`config.mk`:
```
export PLATFORM = sky130hd
export DESIGN_NAME = system_command_handler
export DESIGN_NICKNAME = d
export VERILOG_FILES = /design/src/logic/sys_cmd_pkg.sv /design/src/logic/system_command_handler.sv
export SDC_FILE = /design/constraint.sdc
export NUM_CORES = 1
export LEC_CHECK = 0
export BUFFER_PORTS_ARGS = -buffer_cell sky130_fd_sc_hd__buf_2
export CAP_MARGIN = 20
export CORE_ASPECT_RATIO = 0.8
export CORE_UTILIZATION = 30
export DETAILED_ROUTE_END_ITERATION = 8
export GPL_TIMING_DRIVEN = 0
export PLACE_DENSITY = 0.47
export RECOVER_POWER = 100
export SYNTH_ARGS = -nofsm -noshare
export SYNTH_HDL_FRONTEND = slang
export SYNTH_SLANG_ARGS = --single-unit
export TNS_END_PERCENT = 20
```
`constraint.sdc`:
```
create_clock -name clk_i -period 9.7 [get_ports clk_i]
set_clock_uncertainty 0.15 [all_clocks]
set_input_delay 2.425 -clock clk_i [delete_from_list [all_inputs] [get_ports clk_i]]
set_output_delay 2.425 -clock clk_i [all_outputs]
set_load 0.05 [all_outputs]
```
`src/logic/sys_cmd_pkg.sv`:
```
//
// Behaviour
// - power-on source is reset, preset or saved slot; query returns its token
// - saved slot accepted only if the fitted memory option holds it
// - reset and preset sources both start in reset defaults, since the same reset returns the source to reset
// - saved-slot source starts in reset defaults, since the same reset clears every slot's valid flag
// - preset command loads front-panel defaults
// - input switch query answers 1 for front, 0 for rear
// - version query answers the command-language year code, 1991.0
// - message queue is FIFO of ten; each read pops the oldest
// - when full, overflow code 350 sits in the final slot
// - empty queue read answers code 0, no error
// - queue emptied at power-up and clear-status only
// - message codes are signed: negative standard, positive maker-defined
// - zero measured every 200 ms in normal type, every conversion otherwise
// - conversions use reference and zero; zero skipped when correction off
// - zero type normal after reset and preset; power-up takes reset defaults
// - zero type query answers normal or per-reading token
// - key code 1 to 31 accepted and acted on; query returns last key
// - mains sync setting on or off, reported as 1 or 0
// - four acquisition methods kept and reported
// - fetch format is standard or latest-reading
package sys_cmd_pkg;

	// ****************************************
	// command port
	// ****************************************
	localparam int ADDR_W = 4;
	localparam logic [3:0] A_PRESET = 4'h0;
	localparam logic [3:0] A_POWER_ON = 4'h1;
	localparam logic [3:0] A_SWITCH = 4'h2;
	localparam logic [3:0] A_VERSION = 4'h3;
	localparam logic [3:0] A_QUEUE = 4'h4;
	localparam logic [3:0] A_CLEAR = 4'h5;
	localparam logic [3:0] A_ZERO = 4'h6;
	localparam logic [3:0] A_MAINS = 4'h7;
	localparam logic [3:0] A_KEY = 4'h8;
	localparam logic [3:0] A_METHOD = 4'h9;
	localparam logic [3:0] A_FETCH = 4'hA;
	localparam logic [3:0] A_CONFIG = 4'hB;

	// ****************************************
	// encodings and values
	// ****************************************
	localparam logic [3:0] SRC_RESET = 4'hA;
	localparam logic [3:0] SRC_PRESET = 4'hB;
	localparam logic [1:0] MEM_BASIC = 2'h0;
	localparam logic [1:0] MEM_MEDIUM = 2'h1;
	localparam logic [1:0] MEM_LARGE = 2'h2;
	localparam logic [3:0] MAX_SLOT_BASIC = 4'h0;
	localparam logic [3:0] MAX_SLOT_MEDIUM = 4'h4;
	localparam logic [3:0] MAX_SLOT_LARGE = 4'h9;
	localparam int NUM_SLOTS = 10;
	localparam logic [15:0] VERSION_YEAR = 16'h07C7;
	localparam logic [3:0] VERSION_MINOR = 4'h0;
	localparam int QUEUE_DEPTH = 10;
	localparam logic signed [15:0] CODE_OVERFLOW = 16'sh015E;
	localparam logic signed [15:0] CODE_NO_ERROR = 16'sh0000;
	localparam logic [4:0] KEY_MIN = 5'h01;
	localparam logic [4:0] KEY_MAX = 5'h1F;
	localparam logic [4:0] KEY_RESET = 5'h00;
	localparam logic [3:0] POWER_ON_RESET = SRC_RESET;

	// ****************************************
	// timing
	// ****************************************
	localparam int CLK_HZ = 10_000_000;
	localparam int ZERO_PERIOD_MS = 200;
	localparam int ZERO_PERIOD_CYC = CLK_HZ / 1000 * ZERO_PERIOD_MS;

	typedef enum logic [1:0] {M_NORMAL, M_BURST, M_TEXT_STREAM, M_BINARY_STREAM} method_e;
	typedef enum logic {Z_NORMAL, Z_PER_READING} zero_type_e;
	typedef enum logic {F_STANDARD, F_LATEST} fetch_e;

	// ****************************************
	// configuration that a setup holds
	// ****************************************
	typedef struct packed {
		logic zero_en;
		zero_type_e zero_type;
		logic mains_sync;
		method_e method;
		fetch_e fetch_fmt;
	} setup_s;

	// reset defaults, preset defaults (preset favours front panel)
	localparam setup_s SETUP_RESET = '{1'b1, Z_NORMAL, 1'b1, M_NORMAL, F_STANDARD};
	localparam setup_s SETUP_PRESET = '{1'b1, Z_NORMAL, 1'b1, M_NORMAL, F_LATEST};

	// conversion phase strobes
	typedef struct packed {
		logic reference;
		logic zero;
		logic signal;
	} phase_s;

endpackage : sys_cmd_pkg

```
`src/logic/system_command_handler.sv`:
```
`timescale 1ns/1ps
module system_command_handler #(
	parameter int ZERO_PERIOD = sys_cmd_pkg::ZERO_PERIOD_CYC
) (
	// clock and reset
	input wire logic clk_i,
	input wire logic arst_n_i,
	// command port
	input wire logic [3:0] addr_i,
	input wire logic [31:0] wdata_i,
	input wire logic wr_i,
	input wire logic rd_i,
	output logic [31:0] rdata_o,
	// command events
	input wire logic save_i,
	input wire logic [3:0] save_slot_i,
	input wire logic clear_status_i,
	input wire logic msg_valid_i,
	input wire logic signed [15:0] msg_code_i,
	// instrument inputs
	input wire logic front_inputs_i,
	input wire logic [1:0] mem_option_i,
	input wire logic conv_start_i,
	// instrument outputs
	output sys_cmd_pkg::setup_s setup_o,
	output sys_cmd_pkg::phase_s phase_o,
	output logic key_press_o,
	output logic [4:0] key_code_o,
	output logic [3:0] queue_count_o
);

	// ****************************************
	// state
	// ****************************************
	sys_cmd_pkg::setup_s setup_reg;
	sys_cmd_pkg::setup_s slot_mem [sys_cmd_pkg::NUM_SLOTS];
	logic [sys_cmd_pkg::NUM_SLOTS-1:0] slot_valid_reg;
	logic [3:0] power_on_reg;
	logic boot_reg;
	logic [4:0] key_reg;
	logic key_press_reg;
	logic signed [15:0] queue_mem [sys_cmd_pkg::QUEUE_DEPTH];
	logic [3:0] rd_ptr_reg;
	logic [3:0] wr_ptr_reg;
	logic [3:0] count_reg;
	logic [23:0] zero_timer_reg;
	logic zero_due_reg;
	logic [1:0] conv_step_reg;
	logic [31:0] rdata_reg;
	sys_cmd_pkg::phase_s phase_reg;

	// slot limit of the fitted memory option
	function automatic logic slot_ok(input logic [3:0] slot, input logic [1:0] opt);
		logic [3:0] lim;
		lim = sys_cmd_pkg::MAX_SLOT_BASIC;
		case (opt)
			sys_cmd_pkg::MEM_MEDIUM: lim = sys_cmd_pkg::MAX_SLOT_MEDIUM;
			sys_cmd_pkg::MEM_LARGE: lim = sys_cmd_pkg::MAX_SLOT_LARGE;
			default: lim = sys_cmd_pkg::MAX_SLOT_BASIC;
		endcase
		slot_ok = (slot <= lim);
	endfunction : slot_ok

	function automatic logic [3:0] ptr_inc(input logic [3:0] p);
		ptr_inc = (p == 4'(sys_cmd_pkg::QUEUE_DEPTH - 1)) ? 4'h0 : p + 4'h1;
	endfunction : ptr_inc

	logic wr_sel_ok;
	logic q_pop;
	logic q_push;
	logic [3:0] wr_val;
	assign wr_val = wdata_i[3:0];
	assign wr_sel_ok = (wr_val == sys_cmd_pkg::SRC_RESET) || (wr_val == sys_cmd_pkg::SRC_PRESET)
		|| (wr_val <= sys_cmd_pkg::MAX_SLOT_LARGE && slot_ok(wr_val, mem_option_i));
	assign q_pop = rd_i && addr_i == sys_cmd_pkg::A_QUEUE && count_reg != 4'h0;
	// drop while full
	// a same-cycle read frees room only from the next cycle on
	assign q_push = msg_valid_i && count_reg < 4'(sys_cmd_pkg::QUEUE_DEPTH);

	// ****************************************
	// power-on source select
	// ****************************************
	// source select
	always_ff @(posedge clk_i or negedge arst_n_i) begin
		if (!arst_n_i) begin
			power_on_reg <= sys_cmd_pkg::POWER_ON_RESET;
		end else if (wr_i && addr_i == sys_cmd_pkg::A_POWER_ON && wr_sel_ok) begin
			power_on_reg <= wr_val;
		end
	end

	// saved setups, written by the save command
	always_ff @(posedge clk_i or negedge arst_n_i) begin
		if (!arst_n_i) begin
			slot_valid_reg <= '0;
		end else if (save_i && save_slot_i <= sys_cmd_pkg::MAX_SLOT_LARGE
			&& slot_ok(save_slot_i, mem_option_i)) begin
			slot_valid_reg[save_slot_i] <= 1'b1;
		end
	end

	always_ff @(posedge clk_i) begin
		if (save_i && save_slot_i <= sys_cmd_pkg::MAX_SLOT_LARGE) begin
			slot_mem[save_slot_i] <= setup_reg;
		end
	end

	// ****************************************
	// live setup
	// ****************************************
	// boot flag: the configuration is loaded one cycle after reset release,
	// since a register may not take the selected slot under reset
	always_ff @(posedge clk_i or negedge arst_n_i) begin
		if (!arst_n_i) begin
			boot_reg <= 1'b1;
		end else begin
			boot_reg <= 1'b0;
		end
	end

	always_ff @(posedge clk_i or negedge arst_n_i) begin
		if (!arst_n_i) begin
			setup_reg <= sys_cmd_pkg::SETUP_RESET;
		end else if (boot_reg) begin
			if (power_on_reg == sys_cmd_pkg::SRC_PRESET) begin
				setup_reg <= sys_cmd_pkg::SETUP_PRESET;
			end else if (power_on_reg <= sys_cmd_pkg::MAX_SLOT_LARGE
				&& slot_valid_reg[power_on_reg]) begin
				setup_reg <= slot_mem[power_on_reg];
			end else begin
				setup_reg <= sys_cmd_pkg::SETUP_RESET;
			end
		end else if (wr_i && addr_i == sys_cmd_pkg::A_PRESET) begin
			setup_reg <= sys_cmd_pkg::SETUP_PRESET;
		end else if (wr_i && addr_i == sys_cmd_pkg::A_ZERO) begin
			setup_reg.zero_type <= sys_cmd_pkg::zero_type_e'(wdata_i[0]);
			setup_reg.zero_en <= wdata_i[1];
		end else if (wr_i && addr_i == sys_cmd_pkg::A_MAINS) begin
			setup_reg.mains_sync <= wdata_i[0];
		end else if (wr_i && addr_i == sys_cmd_pkg::A_METHOD) begin
			setup_reg.method <= sys_cmd_pkg::method_e'(wdata_i[1:0]);
		end else if (wr_i && addr_i == sys_cmd_pkg::A_FETCH) begin
			setup_reg.fetch_fmt <= sys_cmd_pkg::fetch_e'(wdata_i[0]);
		end
	end

	// ****************************************
	// simulated key press
	// ****************************************
	// key accept
	always_ff @(posedge clk_i or negedge arst_n_i) begin
		if (!arst_n_i) begin
			key_reg <= sys_cmd_pkg::KEY_RESET;
			key_press_reg <= 1'b0;
		end else begin
			key_press_reg <= 1'b0;
			if (wr_i && addr_i == sys_cmd_pkg::A_KEY && wdata_i[31:5] == '0
				&& wdata_i[4:0] >= sys_cmd_pkg::KEY_MIN) begin
				key_reg <= wdata_i[4:0];
				key_press_reg <= 1'b1;
			end
		end
	end

	// ****************************************
	// message queue
	// ****************************************
	always_ff @(posedge clk_i) begin
		if (q_push) begin
			if (count_reg - {3'h0, q_pop} == 4'(sys_cmd_pkg::QUEUE_DEPTH - 1)) begin
				queue_mem[wr_ptr_reg] <= sys_cmd_pkg::CODE_OVERFLOW;
			end else begin
				queue_mem[wr_ptr_reg] <= msg_code_i;
			end
		end
	end

	// clear on power-up and clear-status only
	always_ff @(posedge clk_i or negedge arst_n_i) begin
		if (!arst_n_i) begin
			rd_ptr_reg <= 4'h0;
			wr_ptr_reg <= 4'h0;
			count_reg <= 4'h0;
		end else if (clear_status_i || (wr_i && addr_i == sys_cmd_pkg::A_CLEAR)) begin
			rd_ptr_reg <= 4'h0;
			wr_ptr_reg <= 4'h0;
			count_reg <= 4'h0;
		end else begin
			if (q_pop) begin
				rd_ptr_reg <= ptr_inc(rd_ptr_reg);
			end
			if (q_push) begin
				wr_ptr_reg <= ptr_inc(wr_ptr_reg);
			end
			count_reg <= count_reg + {3'h0, q_push} - {3'h0, q_pop};
		end
	end

	// ****************************************
	// zero correction schedule
	// ****************************************
	// 200 ms timer
	always_ff @(posedge clk_i or negedge arst_n_i) begin
		if (!arst_n_i) begin
			zero_timer_reg <= '0;
			zero_due_reg <= 1'b1;
		end else begin
			if (phase_reg.zero) begin
				zero_due_reg <= 1'b0;
			end
			// tick placed last so that it wins over a same-cycle clear
			if (zero_timer_reg == 24'(ZERO_PERIOD - 1)) begin
				zero_timer_reg <= '0;
				zero_due_reg <= 1'b1;
			end else begin
				zero_timer_reg <= zero_timer_reg + 24'h1;
			end
		end
	end

	// conversion: reference, then zero when due, then signal
	always_ff @(posedge clk_i or negedge arst_n_i) begin
		if (!arst_n_i) begin
			conv_step_reg <= 2'h0;
			phase_reg <= '0;
		end else begin
			phase_reg <= '0;
			case (conv_step_reg)
				2'h0: begin
					if (conv_start_i) begin
						phase_reg.reference <= 1'b1;
						conv_step_reg <= 2'h1;
					end
				end
				2'h1: begin
					if (setup_reg.zero_en && (setup_reg.zero_type == sys_cmd_pkg::Z_PER_READING
						|| zero_due_reg)) begin
						phase_reg.zero <= 1'b1;
					end
					conv_step_reg <= 2'h2;
				end
				2'h2: begin
					phase_reg.signal <= 1'b1;
					conv_step_reg <= 2'h0;
				end
				default: conv_step_reg <= 2'h0;
			endcase
		end
	end

	// ****************************************
	// queries
	// ****************************************
	always_ff @(posedge clk_i or negedge arst_n_i) begin
		if (!arst_n_i) begin
			rdata_reg <= '0;
		end else if (rd_i) begin
			case (addr_i)
				sys_cmd_pkg::A_POWER_ON: rdata_reg <= {28'h0, power_on_reg};
				sys_cmd_pkg::A_SWITCH: rdata_reg <= {31'h0, front_inputs_i};
				sys_cmd_pkg::A_VERSION: rdata_reg <= {12'h0, sys_cmd_pkg::VERSION_YEAR,
					sys_cmd_pkg::VERSION_MINOR};
				sys_cmd_pkg::A_QUEUE: begin
					if (count_reg == 4'h0) begin
						rdata_reg <= {{16{sys_cmd_pkg::CODE_NO_ERROR[15]}},
							sys_cmd_pkg::CODE_NO_ERROR};
					end else begin
						rdata_reg <= {{16{queue_mem[rd_ptr_reg][15]}}, queue_mem[rd_ptr_reg]};
					end
				end
				sys_cmd_pkg::A_ZERO: rdata_reg <= {30'h0, setup_reg.zero_en, setup_reg.zero_type};
				sys_cmd_pkg::A_MAINS: rdata_reg <= {31'h0, setup_reg.mains_sync};
				sys_cmd_pkg::A_KEY: rdata_reg <= {27'h0, key_reg};
				sys_cmd_pkg::A_METHOD: rdata_reg <= {30'h0, setup_reg.method};
				sys_cmd_pkg::A_FETCH: rdata_reg <= {31'h0, setup_reg.fetch_fmt};
				sys_cmd_pkg::A_CONFIG: rdata_reg <= {22'h0, slot_valid_reg};
				default: rdata_reg <= '0;
			endcase
		end else begin
			rdata_reg <= '0;
		end
	end

	// outputs
	assign rdata_o = rdata_reg;
	assign setup_o = setup_reg;
	assign phase_o = phase_reg;
	assign key_press_o = key_press_reg;
	assign key_code_o = key_reg;
	assign queue_count_o = count_reg;

endmodule : system_command_handler

```
Yosys cells after proc, flatten, opt, wreduce, memory -nomap -nowiden

Memory sizes are Yosys's and may differ from the RTL's.
Index checks and enable logic that the tools add are counted.

$add $sub $neg: 6
$lt $le $gt $ge: 10
Eq/ne operators: 26
Mux-type cells: 46
Bitwise logic cells: 2
Reduce and logical (&&, ||, !) cells: 39

Operators with widths:

| operator                | count |
|---|---|
| $pmux W32 S10           | 1 |
| $mux W32                | 2 |
| $eq A4 B4 Y1 const B    | 10 |
| $mux W4                 | 8 |
| $logic_not A27 Y1       | 1 |
| $add A24 B1 Y24 const B | 1 |
| $eq A24 B21 Y1 const B  | 1 |
| $mux W24                | 1 |
| $mux W6                 | 4 |
| $mux W1                 | 21 |
| $logic_and A1 B1 Y1     | 20 |
| $eq A4 B3 Y1 const B    | 4 |
| $mux W16                | 1 |
| $le A4 B4 Y1 const B    | 3 |
| $reduce_bool A3 Y1      | 4 |
| $lt A4 B5 Y1 const B    | 2 |
| $or A10 B10 Y10         | 1 |
| $ne A3 B3 Y1 const B    | 3 |
| $add A4 B1 Y4 const B   | 2 |
| $eq A4 B2 Y1 const B    | 2 |
| $le A4 B4 Y1            | 2 |
| $logic_not A4 Y1        | 2 |
| $pmux W4 S2             | 1 |
| $sub A4 B1 Y4           | 2 |
| 21 further kinds        | 30 |

Flip-flop bits (word level): 101
Bits in writable memories: 220
Input port bits: 67
Word-level logic and storage cells: 151
Memories kept: 2

Memory list:

| name      | depth | bits a word | rd ports | clocked after Yosys merged registers in | write ports | line                         | RTL |
|---|---|---|---|---|---|---|---|
| queue_mem | 10    | 16          | 1        | 0                                       | 1           | system_command_handler.sv:42 | `logic signed [15:0] queue_mem [sys_cmd_pkg::QUEUE_DEPTH];` |
| slot_mem  | 10    | 6           | 1        | 0                                       | 1           | system_command_handler.sv:36 | `sys_cmd_pkg::setup_s slot_mem [sys_cmd_pkg::NUM_SLOTS];` |

Depth between registers and ports, before layout

Gate-level depths: netlist of run 1.

Depth in word-level cells: 9
Depth in mapped cells: 15
Mapped depth without buffers: 14

Worst setup path after synthesis of run 1

OpenSTA, ideal clock, no wires.

Kind: input to register
Start point: in addr_i[0]
End point: mem queue_mem[0][0] (data pin)
Setup time: 280 ps
Arrival time: 4953 ps
Path slack: 4317 ps
Stages on the path: 12
Buffers on the path: 2
Cells stage by stage: buf_2 -> or3_1 -> a21o_1 -> nand3_1 -> buf_4 -> inv_2 -> ha_1 -> ha_1 -> xor2_1 -> nor4b_1 -> nor2_1 -> and2_1

Cells in the longest elaborated chain, start to end: 9

RTL lines:

| element                          | line                          | RTL |
|---|---|---|
| from (decl)                      | system_command_handler.sv:9   | `input wire logic [3:0] addr_i,` |
| $eq A4 B3 Y1                     | system_command_handler.sv:75  | `assign q_pop = rd_i && addr_i == sys_cmd_pkg::A_QUEUE && count_reg != 4'h0;` |
| $logic_and A1 B1 Y1 (2 in a row) | system_command_handler.sv:75  |  |
| $sub A4 B1 Y4                    | system_command_handler.sv:170 | `if (count_reg - {3'h0, q_pop} == 4'(sys_cmd_pkg::QUEUE_DEPTH - 1)) begin` |
| $eq A4 B4 Y1                     | system_command_handler.sv:170 |  |
| $mux W1                          | system_command_handler.sv:170 |  |
| $mux W1                          | system_command_handler.sv:169 | `if (q_push) begin` |
| $mux W1 (not written as such)    | system_command_handler.sv:173 | `queue_mem[wr_ptr_reg] <= msg_code_i;` |
| $mux W16 (no source line)        | n/a                           |  |
| to (decl)                        | system_command_handler.sv:42  |  |

No other way between the ends.

Worst setup path in the final report of run 1

Start point: in addr_i[3]
End point: mem queue_mem[0][15] (data pin)

The elaborated chain is that of the path after synthesis.

==> results of run 1 <==
-- logic make-up after synthesis --
group                    synth area share, %
flip-flops                             66.44
other                                0.02851
multiplexers                           11.16
adder cells (fa/ha/maj)                1.959
XOR/XNOR                               1.798
AO/OA/AOI/OAI                          5.488
AND/OR/NAND/NOR                        10.01
buffers and inverters                  3.119
-- Yosys cell counts (all sizes together), types with 6 or more instances --
library cell / instances / area share, %
a211oi: 7 / 0.40
a21o: 14 / 0.80
a21oi: 24 / 0.91
and2: 19 / 0.90
buf: 38 / 2.2
clkbuf: 16 / 0.47
dfrtp: 79 / 15
dfstp: 6 / 1.2
edfxtp: 220 / 50
ha: 19 / 1.8
inv: 17 / 0.49
mux2: 14 / 1.2
mux2i: 27 / 2.1
mux4: 45 / 7.9
nand2: 82 / 2.3
nand2b: 12 / 0.57
nand3: 19 / 0.72
nand4: 6 / 0.29
nor2: 47 / 1.4
nor2b: 17 / 0.81
nor3: 12 / 0.46
nor4: 10 / 0.48
o21ai: 32 / 1.2
o22ai: 14 / 0.67
or3: 13 / 0.62
xnor2: 13 / 0.87
xor2: 14 / 0.93
-- layout make-up --
type	count	area (µm²)	share of cell area, %
Clock buffer	48	955.9	6.176
Sequential cell	305	8741	56.48
Tap cell	560	700.7	4.527
Inverter	17	63.81	0.4123
Clock inverter	14	115.1	0.7437
Timing Repair Buffer	131	565.5	3.654
Buffer	54	334.1	2.158
Multi-Input combinational cell	508	4001	25.85
-- worst min-delay path by stage --
| stage | startpoint | endpoint | slack, ps | cells after the start |
|---|---|---|---|---|
| after floorplan | zero_timer_reg[0] | zero_timer_reg[0] | 280 | 1 |
| after global placement | zero_timer_reg[0] | zero_timer_reg[0] | 310 | 1 |
| after detailed placement | conv_step_reg[0] | phase_o[0] | 310 | 1 |
| after CTS | conv_step_reg[0] | phase_o[0] | 310 | 1 |
| after global routing | conv_step_reg[0] | phase_o[0] | 340 | 1 |
| final | conv_step_reg[0] | phase_o[0] | 310 | 1 |
-- critical path: cells and delay by family --
kind / cells / cell delay, ps
AO/OA/AOI/OAI: 1 / 230
XOR/XNOR: 1 / 160
adder cells (fa/ha/maj): 2 / 470
buffers and inverters: 5 / 1760
AND/OR/NAND/NOR: 4 / 1570
-- stage by stage --
step           hold slack [ps]  power [mW]
4_1_cts                  312.8       3.248
2_1_floorplan            282.9       1.826
3_5_place_dp             305.4       1.992
6_report                 312.3       3.196
5_1_grt                  338.1       3.325
3_3_place_gp             306.1       1.976
-- routing by layer --
metal	share of wire [%]	routed length (µm)
met2	44	15320
met5	0	0
met3	4.4	1535
met4	1.9	652
met1	50	17260
-- power groups by stage --
stage | Combinational (mW) | Clock [mW] | Sequential (mW)
final | 0.393 | 1.25 | 1.55
after global routing | 0.433 | 1.33 | 1.56
after CTS | 0.413 | 1.28 | 1.55
after detailed placement | 0.412 | 0 | 1.58
after global placement | 0.396 | 0 | 1.58
after floorplan | 0.225 | 0 | 1.60
==> results_dict.tcl, run 1 <==
set metrics [dict create \
    finalNetCount 1139 \
    worst_setup_path_start_kind "input pin" \
    crit_chain "clkbuf_1 -> clkbuf_1 -> a21boi_0 -> nand3_1 -> clkbuf_1 -> inv_1 -> ha_1 -> ha_1 -> xor2_1 -> nor4b_1 -> nor2_1 -> clkbuf_1 -> and2_0" \
    drive_above_1_share_pct 18.94 \
    clk_path_buf_depth 3 \
    cts.sinks 305 \
    synth.yosys.warnings 0 \
    vias 8042 \
    detail_route.first_pass.iterations 5 \
    cts_hold_buf 0 \
    slew_headroom_pct -139.8 \
    wirelength_um 34770 \
    hpwlAfterDp_um 24510 \
    vdd_drop_max_uv 118.1 \
    hold_viol 0 \
    endpoint_kind "flop" \
    cp_max_fo 10 \
    worst_slack_ps 3088 \
    synth_area_mm2 0.01316 \
    design_area_mm2 0.01548 \
    fin_crit_ps 6612 \
    top_usage_layer "met2" \
    combPwrFrac_pct 12.3 \
    fp.dieW_um 236.1 \
    antenna_cells 0 \
    setup_tns_ps 0 \
    ios 118 \
    rows 68 \
    cts_tree "done" \
    period_share_pct 68.17 \
    power.internal_mw 2.356 \
    fp.dieH_um 189.3 \
    max_stage_delay_ps 800 \
    clkTransAtPathRegs_ps 50 \
    powerDensity_mw_per_mm2 206.5 \
    r2r_cells 14 \
    syn_inst 884 \
    synthDistinctLibCells 63 \
    cts_root_buffer "clkbuf_16" \
    core_area_mm2 0.04322 \
    crit_path_frequent_cell "clkbuf_1" \
    layout_common_cells "220 x edfxtp_1, 104 x clkbuf_1, 82 x nand2_1" \
    timing.rr.end "queue_mem[0][15]" \
    grt_pass1_vias 7964 \
    start_util_pct 30.44 \
    post_cts_buffers 0 \
    antenna_found_initial 0 \
    synth.net_count 971 \
    synth_ff_type "edfxtp_1" \
    power.leakage_nw 5.576 \
    post-place-ws_ps 3510 \
    syn_to_final_growth_pct 17.65 \
    ys_async_sr_fraction_pct 27.87 \
    cp.required_ps 9730 \
    grt_pass1_wl_um 52180 \
    wire_per_inst_um 21.24 \
    p_sw_mw 0.8401 \
    synth_seq_area_share_pct 66.44 \
    cts-resized-gates 0 \
    r2r-start "queue_count_o[2]" \
    reg2reg_slack_ps 4740 \
    grt_use_met1_pct 23.54 \
    slew_violations 97 \
    largest_register_ff_count 160 \
    path_class "input pin to flop" \
    drt_iter0_drc 606 \
    grtUsageMet2_pct 23.56 \
    drv_cap 4 \
    finalNonFillerCells 1637 \
    worst_pin_slew_ps 3597 \
    htreeDepth 2 \
    crit_end "queue_mem[0][15]" \
    grt_overflow 0 \
    power_frac_seq_pct 48.6 \
    track_usage_pct 15.72 \
    final_common_cell "edfxtp_1" \
    power_switching_share_pct 26.29 \
    port_buffers 114 \
    arrival_ps 6640 \
    nFillCells 4236 \
    ant_nets 0 \
    outcome "finished with violations" \
    grt_max_degree 60 \
    synth_edf_count 220 \
    postSynthAreaPerCell_um2 14.88 \
    clkPwrFrac_pct 39.1 \
    violations "max-capacitance violations, max-slew violations" \
    fmax_ghz 0.1512 \
    grt_use_met3_pct 2.522 \
    crit_path_start "addr_i[3]" \
    gp_congestion 0.8075 \
    min_path_type "flop to flop" \
    place_area_mm2 0.01468 \
    vias_per_cell 4.913 \
    insertion_delay_ps 520 \
    synth-seq-cells 305 \
    cts_made_buffers 35 \
    dieArea_mm2 0.04470 \
    worst_path_max_delay_cell "nor4b_1" \
    placed_cells 1575 \
    utilization_pct 35.81 \
    remaining_drc_errors 0 \
    rsz0062_at_grt "no" \
    finalSetupViolations 0 \
]
Power figures use the tool's default switching activity.
==> inputs of run 2 (changes only) <==
==> constraint.sdc (replaced) <==
create_clock -name clk_i -period 6.2 [get_ports clk_i]
set_clock_uncertainty 0.15 [all_clocks]
set_input_delay 1.55 -clock clk_i [delete_from_list [all_inputs] [get_ports clk_i]]
set_output_delay 1.55 -clock clk_i [all_outputs]
set_load 0.05 [all_outputs]
==> run 2 against run 1 <==
Cell count unchanged; critical path type unchanged; via count up 0.12%; critical endpoint is now queue_mem[0][11]; non-clock buffer count unchanged; hold slack about the same; the flow still finishes with violations (max-capacitance violations, max-slew violations); sequential share of layout area down 0.11 points.
==> results_dict.tcl, run 2 (synthesis results as in run 1) <==
set metrics [dict create \
    drt_iter0_drc 604 \
    cts.sinks 305 \
    rsz0062_at_grt "no" \
    insertion_delay_ps 520 \
    vdd_drop_max_uv 184.4 \
    utilization_pct 35.88 \
    syn_to_final_growth_pct 17.89 \
    cts_hold_buf 0 \
    gp_congestion 0.8075 \
    worst_slack_ps 1024 \
    vias_per_cell 4.919 \
    crit_path_frequent_cell "clkbuf_1" \
    wirelength_um 34790 \
    hold_viol 0 \
    port_buffers 114 \
    cts_tree "done" \
    worst_path_max_delay_cell "nor4b_1" \
    fin_crit_ps 5176 \
    track_usage_pct 15.72 \
    place_area_mm2 0.01468 \
    dieArea_mm2 0.04470 \
    drive_above_1_share_pct 19.22 \
    hpwlAfterDp_um 24510 \
    layout_common_cells "220 x edfxtp_1, 102 x clkbuf_1, 82 x nand2_1" \
    powerDensity_mw_per_mm2 322.6 \
    cts_root_buffer "clkbuf_16" \
    total_power_mw 5.004 \
    post_cts_buffers 0 \
    finalSetupViolations 0 \
    nFillCells 4232 \
    grt_pass1_vias 7964 \
    antenna_cells 0 \
    vias 8052 \
    clk_path_buf_depth 3 \
    worst_setup_path_start_kind "input pin" \
    violations "max-capacitance violations, max-slew violations" \
    largest_register_ff_count 160 \
    fin_hold_ws_ps 312.3 \
    cp.required_ps 6260 \
    fmax_ghz 0.1932 \
    grt_max_degree 60 \
    cts-resized-gates 0 \
    ant_nets 0 \
    grt_overflow 0 \
    path_class "input pin to flop" \
    post-place-ws_ps 884.8 \
    power.leakage_nw 5.598 \
    period_share_pct 83.49 \
    drv_cap 3 \
    slew_headroom_pct -11.74 \
    outcome "finished with violations" \
    fp.dieH_um 189.3 \
    wire_per_inst_um 21.25 \
    crit_chain "clkbuf_1 -> clkbuf_1 -> a21boi_1 -> nand3_1 -> clkbuf_1 -> inv_2 -> ha_1 -> ha_1 -> xor2_1 -> nor4b_1 -> nor2_1 -> buf_6 -> and2_1" \
    final_common_cell "edfxtp_1" \
    endpoint_kind "flop" \
    slew_violations 35 \
    finalNetCount 1139 \
    finalNonFillerCells 1637 \
    setup_tns_ps 0 \
    grt_pass1_wl_um 52180 \
    arrival_ps 5240 \
    rows 68 \
    core_area_mm2 0.04322 \
    cp_max_fo 10 \
    design_area_mm2 0.01551 \
    clkTransAtPathRegs_ps 50 \
    placed_cells 1575 \
    cts_made_buffers 35 \
    remaining_drc_errors 0 \
    max_stage_delay_ps 800 \
    start_util_pct 30.44 \
    min_path_type "flop to flop" \
    htreeDepth 2 \
    detail_route.first_pass.iterations 5 \
    antenna_found_initial 0 \
    ios 118 \
    worst_pin_slew_ps 1676 \
    fp.dieW_um 236.1 \
]
## run 2: changes by cell type in the layout (fill, tap and decap cells not counted), sizes merged
cell / delta
buf: +2
clkbuf: -2
## run 2: worst max-delay path, delay by kind of cell
family          cells  cell delay [ps]
buf+inv             5             1490
simple gates        4             1410
fa+ha+maj           2              440
compound gates      1              170
xor+xnor            1              160
## run 2: per-layer routing
metal	routed length [µm]	GRT usage (%)	share of wire (%)	vias up
met2	15300	23.56	44	222
met4	660	4.022	1.9	0
met1	17310	23.54	50	4115
met3	1510	2.522	4.3	50
li1	-	-	-	3665
met5	0	0	0	-
## run 2: path summary, 6_finish.rpt
path | from | end | slack, ps | depth (start not counted)
worst max-delay path | addr_i[3] | queue_mem[0][11] | 1020 | 13
worst min-delay path | conv_step_reg[0] | phase_o[0] | 310 | 1
worst max register to register | queue_count_o[2] | queue_mem[0][11] | 1700 | 14
worst min register to register | conv_step_reg[0] | phase_o[0] | 310 | 1
max in group asynchronous | arst_n_i | power_on_reg[1] | 3490 | 2
min in group asynchronous | arst_n_i | phase_o[0] | 1320 | 1
## run 2: area by class of cell
class,instances,area (µm²),share of cell area [%]
repair buffers,131,596.8,3.848
inverters,17,63.81,0.4115
clock buffers,48,955.9,6.164
plain buffers,54,334.1,2.154
clock inverters,14,115.1,0.7422
flip-flops and latches,305,8741,56.36
well taps,560,700.7,4.518
multi-input cells,508,4001,25.80
## run 2: where the power goes
group	internal, mW	leakage, nW	switching [mW]
registers	2.34	3.10	0.0937
logic	0.224	1.98	0.395
clock network	1.13	0.518	0.825
